===== config.mk =====
export PLATFORM = sky130hd
export DESIGN_NAME = trigger_pin_controller
export DESIGN_NICKNAME = d
export VERILOG_FILES = /design/src/rtl/trig_pkg.sv /design/src/rtl/trigger_pin_controller.sv
export SDC_FILE = /design/constraint.sdc
export NUM_CORES = 1
export LEC_CHECK = 0
export BUFFER_PORTS_ARGS = -buffer_cell sky130_fd_sc_hd__clkbuf_2
export CAP_MARGIN = 10
export CORE_AREA = 2 2 154 156
export CTS_BUF_LIST = sky130_fd_sc_hd__clkbuf_4
export CTS_CLUSTER_DIAMETER = 200
export DETAILED_ROUTE_END_ITERATION = 12
export DIE_AREA = 0 0 156 158
export PLACE_DENSITY_LB_ADDON = 0.3
export SETUP_SLACK_MARGIN = 0.4
export SLEW_MARGIN = 20
export SYNTH_ARGS = -nofsm -noshare
export SYNTH_HDL_FRONTEND = slang
export SYNTH_SLANG_ARGS = --single-unit

===== constraint.sdc =====
create_clock -name ref_clk -period 11.35 [get_ports ref_clk]
set_clock_uncertainty 0.05 [all_clocks]
set_input_delay 1.135 -clock ref_clk [delete_from_list [all_inputs] [get_ports ref_clk]]
set_output_delay 1.135 -clock ref_clk [all_outputs]
set_load 0.005 [all_outputs]

===== src/rtl/trig_pkg.sv =====
package trig_pkg;

  // Register offsets (word addresses on the plain register port).
  localparam logic [3:0] OFF_IN_CFG   = 4'h0;
  localparam logic [3:0] OFF_OUT_CFG  = 4'h1;
  localparam logic [3:0] OFF_SETTING  = 4'h2;
  localparam logic [3:0] OFF_STATUS   = 4'h3;
  localparam logic [3:0] OFF_EVENT    = 4'h4;

  // Input config field positions.
  localparam int IN_ACT_LSB    = 0;
  localparam int IN_WIDTH_LSB  = 4;
  localparam int IN_STATUS_BIT = 12;
  localparam int IN_SLOT_LSB   = 16;
  // Output config field positions.
  localparam int OUT_SRC_LSB   = 0;
  localparam int OUT_WIDTH_LSB = 4;
  localparam int OUT_LEVEL_BIT = 12;
  // Setting register: voltage in low half, frequency in high half.
  localparam int SET_FREQ_LSB  = 16;
  // Event register bits (write one to signal).
  localparam int EV_OUT_BIT    = 0;
  localparam int EV_SET_BIT    = 1;
  localparam int EV_PRE_BIT    = 2;
  localparam int EV_SW_TRG_BIT = 3;
  localparam int EV_OUT_TRG_BIT = 4;

  // Frequency limits in units of 0.01 Hz.
  localparam logic [15:0] FREQ_MIN = 16'h1194;
  localparam logic [15:0] FREQ_MAX = 16'hC350;
  localparam logic [3:0]  SLOT_MAX = 4'h9;
  localparam logic [5:0]  WIDTH_MAX = 6'h3C;

  // Time base: one millisecond tick derived from the 200 MHz clock.
  localparam int CLK_MHZ        = 200;
  localparam int TICK_US        = 1000;
  localparam int TICK_CYCLES    = TICK_US * CLK_MHZ;
  localparam int DEF_IN_WIDTH_MS = 5;

  // Reset values.
  localparam logic [31:0] IN_CFG_RST  = 32'h0000_0000;
  localparam logic [31:0] OUT_CFG_RST = 32'h0000_0000;
  localparam logic [31:0] SETTING_RST = 32'h1388_0000;

  typedef enum logic [2:0] {
    ACT_NONE    = 3'h0,
    ACT_OUTPUT  = 3'h1,
    ACT_SETTING = 3'h2,
    ACT_PRESET  = 3'h3,
    ACT_TRANS   = 3'h4
  } in_action_t;

  typedef enum logic [2:0] {
    SRC_NONE    = 3'h0,
    SRC_OUTPUT  = 3'h1,
    SRC_SETTING = 3'h2,
    SRC_PRESET  = 3'h3,
    SRC_ALL     = 3'h4
  } out_source_t;

  typedef enum logic [2:0] {
    QS_IDLE  = 3'b001,
    QS_COUNT = 3'b010,
    QS_DONE  = 3'b100
  } qual_state_t;

  // Commands issued to the rest of the instrument.
  typedef struct packed {
    logic        out_load;
    logic        out_val;
    logic        set_load;
    logic [15:0] volt;
    logic [15:0] freq;
    logic        preset_load;
    logic [3:0]  slot;
    logic        trans_start;
  } trig_cmd_t;

endpackage : trig_pkg


===== src/rtl/trigger_pin_controller.sv =====
`timescale 1ns/1ps

// Contract
// - Five input actions; none ignores pin and remote trigger
// - Output action forces configured on/off state
// - Setting action applies voltage, clamped frequency
// - Preset action loads slot zero to nine
// - Qualify high width; zero means 5 ms
// - Source none ignores internal events
// - Output source fires on on/off change
// - Setting source fires on setting change
// - Preset source fires on load or save
// - All source fires on any event
// - Nonzero width pulses high that many ms
// - Zero width holds level while condition true
// - Action and source ignored during simulate or sequence
module trigger_pin_controller
  import trig_pkg::*;
#(
  parameter int TICK_DIV = TICK_CYCLES
) (
  input  wire logic        ref_clk,
  input  wire logic        sys_rst,
  input  wire logic        clk_en,
  input  wire logic [3:0]  reg_addr,
  input  wire logic [31:0] reg_wdata,
  input  wire logic        reg_wr,
  input  wire logic        reg_rd,
  output logic [31:0]      reg_rdata,
  input  wire logic        trig_in_pin,
  input  wire logic        test_mode_busy,
  input  wire logic        out_state,
  input  wire logic        setting_changed,
  input  wire logic        preset_event,
  input  wire logic        transient_manual,
  output logic             trig_out_pin,
  output trig_cmd_t        cmd
);

  logic [31:0] in_cfg_r;
  logic [31:0] out_cfg_r;
  logic [31:0] setting_r;
  logic [2:0]  pin_sync_r;
  logic        pin_level_r;
  logic [31:0] tick_cnt_r;
  logic        tick_r;
  qual_state_t qs_r;
  logic [5:0]  hi_ms_r;
  logic        fire_r;
  logic        out_state_d_r;
  logic [5:0]  pulse_ms_r;
  logic        cond_r;
  logic        sw_trg_r;
  logic        sw_out_r;
  logic        act_done_r;
  in_action_t  in_act;
  out_source_t out_src;
  logic [5:0]  in_width;
  logic [5:0]  out_width;
  logic        ev_out;
  logic        ev_set;
  logic        ev_pre;
  logic        activate;

  // Clamps a frequency into the permitted window.
  function automatic logic [15:0] clamp_freq(input logic [15:0] f);
    if (f < FREQ_MIN) begin
      return FREQ_MIN;
    end else if (f > FREQ_MAX) begin
      return FREQ_MAX;
    end
    return f;
  endfunction : clamp_freq

  // Limits a width field to the 0..60 ms range.
  function automatic logic [5:0] clamp_width(input logic [5:0] w);
    return (w > WIDTH_MAX) ? WIDTH_MAX : w;
  endfunction : clamp_width

  // Action and source fields are only honoured outside the test modes.
  always_comb begin
    in_act    = in_action_t'(in_cfg_r[IN_ACT_LSB +: 3]);
    out_src   = out_source_t'(out_cfg_r[OUT_SRC_LSB +: 3]);
    in_width  = clamp_width(in_cfg_r[IN_WIDTH_LSB +: 6]);
    out_width = clamp_width(out_cfg_r[OUT_WIDTH_LSB +: 6]);
    if (in_width == 6'h00) begin
      in_width = 6'(DEF_IN_WIDTH_MS);
    end
    if (test_mode_busy) begin
      in_act  = ACT_NONE;
      out_src = SRC_NONE;
    end
  end

  // Register writes; reads return one cycle later.
  always_ff @(posedge ref_clk or posedge sys_rst) begin
    if (sys_rst) begin
      in_cfg_r  <= IN_CFG_RST;
      out_cfg_r <= OUT_CFG_RST;
      setting_r <= SETTING_RST;
    end else if (clk_en && reg_wr) begin
      case (reg_addr)
        OFF_IN_CFG:  in_cfg_r  <= reg_wdata;
        OFF_OUT_CFG: out_cfg_r <= reg_wdata;
        OFF_SETTING: setting_r <= reg_wdata;
        default: ;
      endcase
    end
  end

  // Remote trigger commands arrive as one-cycle pulses from the event register.
  always_ff @(posedge ref_clk or posedge sys_rst) begin
    if (sys_rst) begin
      sw_trg_r <= 1'b0;
      sw_out_r <= 1'b0;
    end else if (clk_en) begin
      sw_trg_r <= reg_wr && reg_addr == OFF_EVENT && reg_wdata[EV_SW_TRG_BIT];
      sw_out_r <= reg_wr && reg_addr == OFF_EVENT && reg_wdata[EV_OUT_TRG_BIT];
    end
  end

  // Read mux; unmapped addresses read zero.
  always_ff @(posedge ref_clk or posedge sys_rst) begin
    if (sys_rst) begin
      reg_rdata <= 32'h0000_0000;
    end else if (clk_en) begin
      reg_rdata <= 32'h0000_0000;
      if (reg_rd) begin
        case (reg_addr)
          OFF_IN_CFG:  reg_rdata <= in_cfg_r;
          OFF_OUT_CFG: reg_rdata <= out_cfg_r;
          OFF_SETTING: reg_rdata <= setting_r;
          OFF_STATUS:  reg_rdata <= {26'h0, hi_ms_r == 6'h00, cond_r,
                                     trig_out_pin, pin_level_r, qs_r == QS_DONE, test_mode_busy};
          default:     reg_rdata <= 32'h0000_0000;
        endcase
      end
    end
  end

  // Three-stage synchroniser; the level changes once stages two and three agree.
  always_ff @(posedge ref_clk or posedge sys_rst) begin
    if (sys_rst) begin
      pin_sync_r  <= 3'b000;
      pin_level_r <= 1'b0;
    end else if (clk_en) begin
      pin_sync_r <= {pin_sync_r[1:0], trig_in_pin};
      if (pin_sync_r[1] == pin_sync_r[2]) begin
        pin_level_r <= pin_sync_r[2];
      end
    end
  end

  // Millisecond tick from the system clock; shorten TICK_DIV in simulation.
  always_ff @(posedge ref_clk or posedge sys_rst) begin
    if (sys_rst) begin
      tick_cnt_r <= 32'h0000_0000;
      tick_r     <= 1'b0;
    end else if (clk_en) begin
      tick_r <= 1'b0;
      if (tick_cnt_r >= 32'(TICK_DIV - 1)) begin
        tick_cnt_r <= 32'h0000_0000;
        tick_r     <= 1'b1;
      end else begin
        tick_cnt_r <= tick_cnt_r + 32'h0000_0001;
      end
    end
  end

  // Width qualifier: one fire per high pulse, counted in whole ticks.
  // A pulse no longer than the width less one tick never fires; a long one fires only once.
  always_ff @(posedge ref_clk or posedge sys_rst) begin
    if (sys_rst) begin
      qs_r    <= QS_IDLE;
      hi_ms_r <= 6'h00;
      fire_r  <= 1'b0;
    end else if (clk_en) begin
      fire_r <= 1'b0;
      case (qs_r)
        QS_IDLE: begin
          hi_ms_r <= 6'h00;
          if (pin_level_r) begin
            qs_r <= QS_COUNT;
          end
        end
        QS_COUNT: begin
          if (!pin_level_r) begin
            qs_r <= QS_IDLE;
          end else if (tick_r) begin
            hi_ms_r <= hi_ms_r + 6'h01;
            if (hi_ms_r + 6'h01 >= in_width) begin
              qs_r   <= QS_DONE;
              fire_r <= 1'b1;
            end
          end
        end
        QS_DONE: begin
          if (!pin_level_r) begin
            qs_r <= QS_IDLE;
          end
        end
        default: qs_r <= QS_IDLE;
      endcase
    end
  end

  // Selected action is issued as a one-cycle command.
  always_ff @(posedge ref_clk or posedge sys_rst) begin
    if (sys_rst) begin
      cmd        <= '0;
      act_done_r <= 1'b0;
    end else if (clk_en) begin
      cmd.out_load    <= 1'b0;
      cmd.set_load    <= 1'b0;
      cmd.preset_load <= 1'b0;
      cmd.trans_start <= 1'b0;
      act_done_r      <= fire_r;
      if (fire_r || sw_trg_r) begin
        case (in_act)
          ACT_OUTPUT: begin
            cmd.out_load <= 1'b1;
            cmd.out_val  <= in_cfg_r[IN_STATUS_BIT];
          end
          ACT_SETTING: begin
            cmd.set_load <= 1'b1;
            cmd.volt     <= setting_r[15:0];
            cmd.freq     <= clamp_freq(setting_r[SET_FREQ_LSB +: 16]);
          end
          ACT_PRESET: begin
            cmd.preset_load <= 1'b1;
            cmd.slot <= (in_cfg_r[IN_SLOT_LSB +: 4] > SLOT_MAX) ? SLOT_MAX
                        : in_cfg_r[IN_SLOT_LSB +: 4];
          end
          ACT_TRANS: cmd.trans_start <= transient_manual;
          default: ;
        endcase
      end
    end
  end

  // Event sources; state changes are seen on the out_state edge.
  always_comb begin
    ev_out = (out_state != out_state_d_r);
    ev_set = setting_changed;
    ev_pre = preset_event;
    case (out_src)
      SRC_OUTPUT:  activate = ev_out;
      SRC_SETTING: activate = ev_set;
      SRC_PRESET:  activate = ev_pre;
      SRC_ALL:     activate = ev_out | ev_set | ev_pre;
      default:     activate = 1'b0;
    endcase
  end

  // Output pin: pulse for the width, or hold level while the condition stands.
  // Remote output trigger commands pulse regardless of the source.
  always_ff @(posedge ref_clk or posedge sys_rst) begin
    if (sys_rst) begin
      out_state_d_r <= 1'b0;
      pulse_ms_r    <= 6'h00;
      cond_r        <= 1'b0;
      trig_out_pin  <= 1'b0;
    end else if (clk_en) begin
      out_state_d_r <= out_state;
      cond_r        <= activate;
      if (out_width == 6'h00) begin
        pulse_ms_r   <= 6'h00;
        trig_out_pin <= (activate || sw_out_r) ? out_cfg_r[OUT_LEVEL_BIT]
                        : ~out_cfg_r[OUT_LEVEL_BIT];
      end else if (activate || sw_out_r) begin
        pulse_ms_r   <= out_width;
        trig_out_pin <= 1'b1;
      end else if (tick_r && pulse_ms_r != 6'h00) begin
        pulse_ms_r   <= pulse_ms_r - 6'h01;
        trig_out_pin <= (pulse_ms_r != 6'h01);
      end else if (pulse_ms_r == 6'h00) begin
        // Leaving zero-width mode must not strand the pin at the held level.
        trig_out_pin <= 1'b0;
      end
    end
  end

  // Checks.
  chk_once_per_pulse: assert property (@(posedge ref_clk) disable iff (sys_rst)
    fire_r |=> !fire_r until !pin_level_r) else $error("Double fire in one pulse.");
  chk_fire_width: assert property (@(posedge ref_clk) disable iff (sys_rst)
    fire_r |-> hi_ms_r >= in_width) else $error("Fire before width.");
  chk_src_none: assert property (@(posedge ref_clk) disable iff (sys_rst)
    (out_src == SRC_NONE) |-> !activate) else $error("Activation with no source.");
  chk_test_mode: assert property (@(posedge ref_clk) disable iff (sys_rst)
    (test_mode_busy && clk_en) |=> !cmd.preset_load && !cmd.set_load)
    else $error("Action during test mode.");
  chk_pulse_high: assert property (@(posedge ref_clk) disable iff (sys_rst)
    (clk_en && activate && out_width != 6'h00) |=> trig_out_pin && pulse_ms_r == $past(out_width))
    else $error("Pulse did not start.");
  chk_restart: assert property (@(posedge ref_clk) disable iff (sys_rst)
    (clk_en && activate && pulse_ms_r != 6'h00 && out_width != 6'h00)
    |=> pulse_ms_r == $past(out_width))
    else $error("Pulse not restarted.");
  chk_freq_clamp: assert property (@(posedge ref_clk) disable iff (sys_rst)
    cmd.set_load |-> cmd.freq >= FREQ_MIN && cmd.freq <= FREQ_MAX)
    else $error("Frequency out of range.");
  chk_slot_range: assert property (@(posedge ref_clk) disable iff (sys_rst)
    cmd.preset_load |-> cmd.slot <= SLOT_MAX) else $error("Slot out of range.");
  chk_out_action: assert property (@(posedge ref_clk) disable iff (sys_rst)
    (clk_en && fire_r && in_act == ACT_OUTPUT)
    |=> cmd.out_load && cmd.out_val == $past(in_cfg_r[IN_STATUS_BIT]))
    else $error("Output action wrong.");
  chk_hold_level: assert property (@(posedge ref_clk) disable iff (sys_rst)
    (clk_en && out_width == 6'h00 && activate) |=> trig_out_pin == $past(out_cfg_r[OUT_LEVEL_BIT]))
    else $error("Hold level wrong.");

endmodule : trigger_pin_controller


-- Word-level counts from Yosys, hierarchy flattened
Index checks and enable logic that the tools add are counted.
W data, S select, Z words.
- add/subtract/negate cells: 3
- magnitude comparators: 7
- equality and inequality tests: 24
- mux-type cells: 45
- bitwise logic cells: 3
- reduce and logical (&&, ||, !) cells: 27
- operators by type and width (cell ; number):
    $pmux W32 S4 ; 1
    $mux W32 ; 2
    $mux W16 ; 3
    $mux W6 ; 8
    $mux W41 ; 1
    $mux W33 ; 1
    $add A32 B1 Y32 const B ; 1
    $ge A32 B18 Y1 const B ; 1
    $logic_not A6 Y1 ; 4
    $mux W3 ; 7
    $gt A16 B16 Y1 const B ; 1
    $lt A16 B13 Y1 const B ; 1
    $mux W1 ; 16
    $eq A3 B2 Y1 const B ; 5
    $gt A6 B6 Y1 const B ; 2
    $pmux W6 S2 ; 1
    $reduce_and A2 Y1 ; 6
    $eq A3 B1 Y1 const B ; 3
    $eq A3 B3 Y1 const B ; 3
    $pmux W3 S3 ; 1
    $reduce_and A3 Y1 ; 3
    $eq A4 B2 Y1 const B ; 2
    $ne A2 B2 Y1 const B ; 4
    $add A6 B1 Y6 const B ; 1
    24 further kinds ; 31
- register bits: 227
- input port bits: 47
- output and inout bits: 74
- logic and storage cells: 134

-- Depth between registers and ports, before layout
Gate-level depths: netlist of the first run.
- word-level depth: 9
- gate-level depth with buffers: 9
- depth with buffers taken out: 9

-- Worst setup path after synthesis of the first run
Ideal clock, no wire load.
- path kind: input -> register
- from: in reg_addr[1]
- to: reg setting_r[0]
- library setup time: 125 ps
- data arrival time: 2658 ps
- data required time: 11175 ps
- slack: 8518 ps
- cell stages on the path: 6
- buffers on the path: 3
- path through: clkbuf_1 nor2b_1 and4_1 clkbuf_1 buf_1 mux2_2
- word-level cells in the longest chain between the ends: 2
- ends and longest elaborated chain (item ; RTL line ; RTL):
    from (decl) ; trigger_pin_controller.sv:25 ; input wire logic [3:0] reg_addr,
    $eq A4 B2 Y1 ; trigger_pin_controller.sv:102 ; case (reg_addr)
    $reduce_and A2 Y1 (no source line) ; n/a ;
    to (signal assigned) ; trigger_pin_controller.sv:105 ; OFF_SETTING: setting_r <= reg_wdata;
    to (decl) ; trigger_pin_controller.sv:42 ; logic [31:0] setting_r;
Every way passes these cells.
A chain may end at the register's enable or synchronous reset.

-- Worst setup path in the final report of the first run
- from: in reg_addr[1]
- to: reg in_cfg_r[9]
- word-level cells in the longest chain between the ends: 2
- ends and longest elaborated chain (item ; RTL line ; RTL):
    $logic_not A4 Y1 ; trigger_pin_controller.sv:102 ;
    $reduce_and A2 Y1 (no source line) ; n/a ;
    to (signal assigned) ; trigger_pin_controller.sv:103 ; OFF_IN_CFG: in_cfg_r <= reg_wdata;
    to (decl) ; trigger_pin_controller.sv:40 ; logic [31:0] in_cfg_r;
Every way passes these cells.

==> flow_summary.toml, run 1 <==
[grt]
grt-ovfl-total = 0
grt_max_degree = 155
track_usage_pct = 21.4
grt_pass1_wl_mm = 41.6
grt_antenna_before_repair = 2
grt_pass1_vias = 7962

[synth]
synth_area_leader_cell = "dfrtp_1"
syn-num-nets = 1003
synth_cell_type_count = 62
yosys.area_share.simple_pct = 13.4
synth_compound_area_share_pct = 11.1
synth_area_sq_um = 10500
synth-main-ff-cell = "dfrtp_1"
synth.top_cell.area_share_pct = 52.9
synth.most_common_cell = "dfrtp_1"
synth.area.mux_share_pct = 14.4
yosys-top-cells-count = "dfrtp_1, nand2_1, mux2_2, nor2_1"
syn_avg_cell_area_sq_um = 11.1
synth_xor_area_share_pct = 2.68
yosysWarnings = 0
synth-seq-cells = 227
synth_sequential_area_ratio_pct = 54.4
synthTopCellsByArea = "dfrtp_1, mux2_2, nand2_1"
synth_top_family_by_area = "multiplexers"
async_reset_ff_share_pct = 100
synthCells = 944
synth_fa_ha_area_share_pct = 1.44
synth-edff-count = 0

[die]
die_x_microns = 156
die-area_sq_um = 24600
core-area_sq_um = 23100
die_h_microns = 158
initial_core_util_pct = 45.4
rows = 56
ios = 121

[worst_setup_path]
regToRegStartpoint = "out_cfg_r[9]$_DFFE_PP0P_"
crit_chain = "clkbuf_2, buf_4, nor2b_1, nor2b_1, nand3_2, mux2_2"
cp-start-kind = "input pin"
required_ps = 11840
worst-path-buf-inv = 2
crit_fanout = 35
r2r-end = "pulse_ms_r[4]$_DFFE_PP0P_"
worstSetupEndpointType = "register"
crit_cells = 6
setup.worst_path.end = "in_cfg_r[9]$_DFFE_PP0P_"
critPathArrivalTime_ps = 3250
critPathKind = "in2reg"
cp_common_cell = "nor2b_1"
crit_family = "simple AND/OR/NAND/NOR gates"
critPathSlowestCell = "nand3_2"
critPathLaunch = "reg_addr[1]"
rrSetupSlack_ps = 8970
critPathMaxStageDelay_ps = 760
worst-r2r-cell-count = 5

[layout]
fill_cells = 2055
nNetsFinal = 1149
final_layout_size_suffix_gt1_share_pct = 30.9
syn2layout_area_growth_pct = 15.8

[clock_network]
cts_setup_buffers = 0
cts_hold_buffers = 0
cts_buffer_depth = 3
cts_tree = "yes"
clk_pin_slew_ps = 60
cts.sink_count = 227
root_buffer = "clkbuf_4"
htreeDepth = 2
ctsResizeCount = 0
clk-insertion-delay-late_ps = 700
numCtsBuffers = 59

[hold_path]
hold_path_class = "reg2reg"

[routing]
drcViolationCount = 0
vias_per_cell = 5.47
vias = 7820
wirelength_met1_mm = 11.5
dr.pass1.iters = 5
dr_wl_met3_mm = 1.67
met2_length_mm = 11.9
first_iter_violations = 588
top_layer = "met4"
wl_per_cell_microns = 17.9
ant_nets = 0
routed_wl_mm = 25.7

[run_status]
status = "complete, no violations"

[sta]
setup_violations = 0
max_freq_mhz = 362
min_period_over_period_pct = 24.3
fin_crit_ps = 2760
maxSlewViolCount = 0
relSlewSlack_pct = 31.7
hold_viol_final = 0
rsz0062_at_grt = "false"
hold_slack_ps = 430
worst_pin_slew_ps = 1020
fin_setup_tns_ps = 0

[power]
fin_total_pwr_mw = 2.05
power.density_nw_per_um2 = 169
vdd_ir_drop_max_mv = 0.0853
leakage_nw = 5.94

[job]
maxCapViolCount = 0

[placed_design]
gp_congestion = 0.816
io_buffers = 120
dp_hpwl_mm = 16.4
-- metrics by stage --
stage               setup slack (ps)  area [sq um]  instances  util [%]
detailed placement              7900         11300       1319      49.2
floorplan                       3960         10500        944         -
finish                          8590         12100       1430      52.6
global placement                7900         11300       1319      49.2
global route                    8460         12100       1429      52.5
CTS                             8610         12100       1428      52.5
-- flip-flops by register name, summed over array words and instances, names as in the netlist, 3 cells and up --
register / cells
cmd: 41
hi_ms_r: 6
in_cfg_r: 32
out_cfg_r: 32
pin_sync_r: 3
pulse_ms_r: 6
qs_r: 3
reg_rdata: 32
setting_r: 32
tick_cnt_r: 32
-- layout make-up --
class	instances	area [sq um]	area share (%)
clock inverter	19	83.8	0.692
inverter	24	103	0.847
timing repair buffer	131	683	5.64
tap	290	363	2.99
clock buffer	90	676	5.58
multi-input combinational	647	4510	37.3
antenna	2	5.00	0.0413
sequential	227	5690	46.9
-- where the power goes --
part           total (mW)  internal [mW]  leakage [nW]  switching, mW
registers            1.02          0.914          3.00          0.107
clock network       0.704          0.363         0.454          0.341
logic               0.324          0.161          2.49          0.163
-- how the worst min path moves through the flow --
| stage | from | depth (start not counted) | slack [ps] | endpoint |
|---|---|---|---|---|
| 2_1_floorplan | pin_sync_r[0]$_DFFE_PP0P_ | 2 | 400 | pin_sync_r[1]$_DFFE_PP0P_ |
| 3_3_place_gp | cmd[28]$_DFFE_PP0P_ | 2 | 410 | cmd[28]$_DFFE_PP0P_ |
| 3_5_place_dp | cmd[34]$_DFFE_PP0P_ | 2 | 410 | cmd[34]$_DFFE_PP0P_ |
| 4_1_cts | cmd[34]$_DFFE_PP0P_ | 2 | 430 | cmd[34]$_DFFE_PP0P_ |
| 5_1_grt | reg_rdata[27]$_DFFE_PP0P_ | 1 | 450 | reg_rdata[27]$_DFFE_PP0P_ |
| 6_report | cmd[19]$_DFFE_PP0P_ | 2 | 430 | cmd[19]$_DFFE_PP0P_ |
-- worst register-to-register path: cells and delay by family (launching register included) --
kind / cells / cell delay, ps
and+or+nand+nor: 4 / 1370
DFF: 1 / 420
AOI/OAI and AO/OA: 1 / 400
-- cells by family after synthesis --
logic type / Yosys count
buffers and inverters: 70
adder cells (fa/ha/maj): 12
XOR/XNOR: 32
flip-flops: 227
AO/OA/AOI/OAI: 165
AND/OR/NAND/NOR: 303
multiplexers: 135
-- layout by cell type (no fill, tap or decap), types with 3 or more instances in the layout --
master       n
mux2_2     102
nand4_1     11
a21boi_0     3
nor3_1       9
a31oi_1      4
a22oi_1      6
o21ai_0     33
nand2b_1    10
and4_1       3
nand3_1     32
a21o_1       6
ha_1        12
a31o_2       3
xor2_1      20
a211oi_1     5
xnor2_1     12
buf_4       11
dfrtp_1    221
clkbuf_2   120
inv_1       23
o2bb2ai_1   34
nor4_2       3
clkinv_1    15
nor4_1      14
mux2i_1     31
nor2_1      83
a22o_1       7
and3_1       7
nor2b_1     10
a21oi_1     36
clkbuf_4    90
nand2_1    108
o21a_1       4
dfstp_2      6
-- metal layers --
metal / GRT usage, % / vias to the layer above
met5: 0 / -
li1: - / 3698
met4: 7.30 / 0
met2: 34.2 / 216
met1: 28.8 / 3864
met3: 5.01 / 42
Power figures use the tool's default switching activity.
==> run 2: changes to the inputs <==
- ABC_AREA: default -> 1
- CORE_AREA: 2 2 154 156 -> 2 2 153 155
- DIE_AREA: 0 0 156 158 -> 0 0 155 157
- clock period: 11.35 -> 2.72 ns (I/O delays scaled with it)
==> flow_summary.toml, run 2 <==
[sta]
relSlewSlack_pct = 56.3
setup_slack_ps = 659
maxSlewViolCount = 0
hold_viol_final = 0
fin_setup_tns_ps = 0
rsz0062_at_grt = "false"
min_period_over_period_pct = 75.8
hold_slack_ps = 53.9
max_freq_mhz = 485
worst_pin_slew_ps = 656
fin_crit_ps = 2060
setup_violations = 0

[routing]
dr.pass1.iters = 5
drcViolationCount = 0
vias_per_cell = 5.06
routed_wl_mm = 26.1
ant_nets = 0
vias = 8622
first_iter_violations = 514
wl_per_cell_microns = 15.3

[clock_network]
clk-insertion-delay-late_ps = 710
root_buffer = "clkbuf_4"
cts.sink_count = 227
clk_pin_slew_ps = 60
htreeDepth = 2
cts_buffer_depth = 3
cts_tree = "yes"
numCtsBuffers = 58

[synth]
synth_area_sq_um = 10200
async_reset_ff_share_pct = 100
yosys-top-cells-count = "nand2_1, dfrtp_1, inv_1, o21ai_0, nor2_1"
synthCells = 1189
synth-edff-count = 0
synth.top_cell.area_share_pct = 54.0
synth_cell_type_count = 44
synth_area_leader_cell = "dfrtp_1"
synth.most_common_cell = "nand2_1"
synth-seq-cells = 227
syn-num-nets = 1248
yosysWarnings = 0
synth-main-ff-cell = "dfrtp_1"
synth_sequential_area_ratio_pct = 55.5
syn_avg_cell_area_sq_um = 8.62
synthTopCellsByArea = "dfrtp_1, nand2_1, o21ai_0"

[layout]
postLayoutCoreUtil_pct = 54.8
fill_cells = 2106
final_area_sq_um = 12300
final_cell_mix = "nand2_1, dfrtp_1, inv_1"
final_common_cell = "nand2_1"
final_layout_size_suffix_gt1_share_pct = 18.4
num_antenna_cells = 0
regMostFlops = "cmd"
syn2layout_area_growth_pct = 20.3
largest_reg_flops = 41
nNetsFinal = 1434
fin_cells = 1705

[die]
initial_core_util_pct = 45.5
die_h_microns = 157
core-area_sq_um = 22500
rows = 55
ios = 121
die_x_microns = 155
die-area_sq_um = 24300

[placed_design]
place_area_sq_um = 11100
dp_slack_ps = 639
gp_congestion = 0.859
dp_hpwl_mm = 17.6
dp.cells = 1560
io_buffers = 120

[power]
fin_total_pwr_mw = 8.57
power.density_nw_per_um2 = 695
leakage_nw = 6.35
vdd_ir_drop_max_mv = 0.414

[grt]
grt-ovfl-total = 0
grt_pass1_wl_mm = 43.2
track_usage_pct = 22.2
grt_max_degree = 65
grt_pass1_vias = 8606
grt_antenna_before_repair = 0

[hold_path]
hold_path_class = "in2reg"

[worst_setup_path]
required_ps = 3240
worstSetupEndpointType = "register"
critPathArrivalTime_ps = 2580
cp-start-kind = "register"
critPathKind = "reg2reg"
crit_fanout = 6

[job]
maxCapViolCount = 0

[run_status]
status = "complete, no violations"
## run 2: logic make-up (layout without fill, tap and decap cells)
kind of cell	count (synthesis)	count (layout)	share of synthesized area, %
simple gates	493	493	20.1
compound gates	233	233	12.9
flops	227	227	55.5
buf+inv	201	432	8.10
xor+xnor	23	23	1.97
fa+ha+maj	12	12	1.47
## run 2: power by group
| part | internal [mW] | switching (mW) |
|---|---|---|
| Combinational | 0.547 | 0.848 |
| Sequential | 3.80 | 0.337 |
| Clock | 1.69 | 1.35 |
## run 2: timing repair
item                                    CTS  global route
resized for setup                         0             1
setup buffers                             0             0
hold buffers                             40             0
endpoints found under the hold margin   243             0
endpoints found under the setup margin    0             1
## run 2: area by class of cell
class	count	area [sq um]	share of cell area, %
Sequential cell	227	5690	46.2
Multi-Input combinational cell	761	3730	30.3
Timing Repair Buffer	174	1180	9.58
Clock buffer	97	728	5.91
Inverter	153	581	4.71
Tap cell	285	357	2.89
Clock inverter	8	61.3	0.497
## run 2: worst max-delay path, cell delays in order (launching register included)
cell	delay (ps)
dfrtp_2	440
ha_1	230
nand3_1	100
xor2_1	200
ha_1	260
nand2_1	90
nor2_1	50
nor2_1	90
nand3_1	80
nand3_1	70
nand2_1	110
nand2_1	100
o21ai_0	80
## run 2: worst paths after layout
path                                                 from                        end  slack (ps)  cells past startpoint
worst max-delay path               hi_ms_r[0]$_DFFE_PP0P_         fire_r$_DFFE_PP0P_         660                     12
worst min-delay path                       test_mode_busy        cmd[40]$_DFFE_PP0P_          50                      4
worst max register to register     hi_ms_r[0]$_DFFE_PP0P_         fire_r$_DFFE_PP0P_         660                     12
worst min register to register  pin_sync_r[1]$_DFFE_PP0P_  pin_sync_r[2]$_DFFE_PP0P_         370                      2
max in group asynchronous                         sys_rst        cmd[39]$_DFFE_PP0P_        1760                      4
min in group asynchronous                         sys_rst  tick_cnt_r[2]$_DFFE_PP0P_         130                      3
## run 2: layer usage
| metal | routed length [microns] | vias up | global-route usage, % |
|---|---|---|---|
| li1 | - | 4252 | - |
| met5 | 0 | - | 0 |
| met1 | 11300 | 4102 | 27.9 |
| met2 | 12900 | 218 | 38.6 |
| met3 | 1200 | 50 | 3.80 |
| met4 | 665 | 0 | 8.29 |
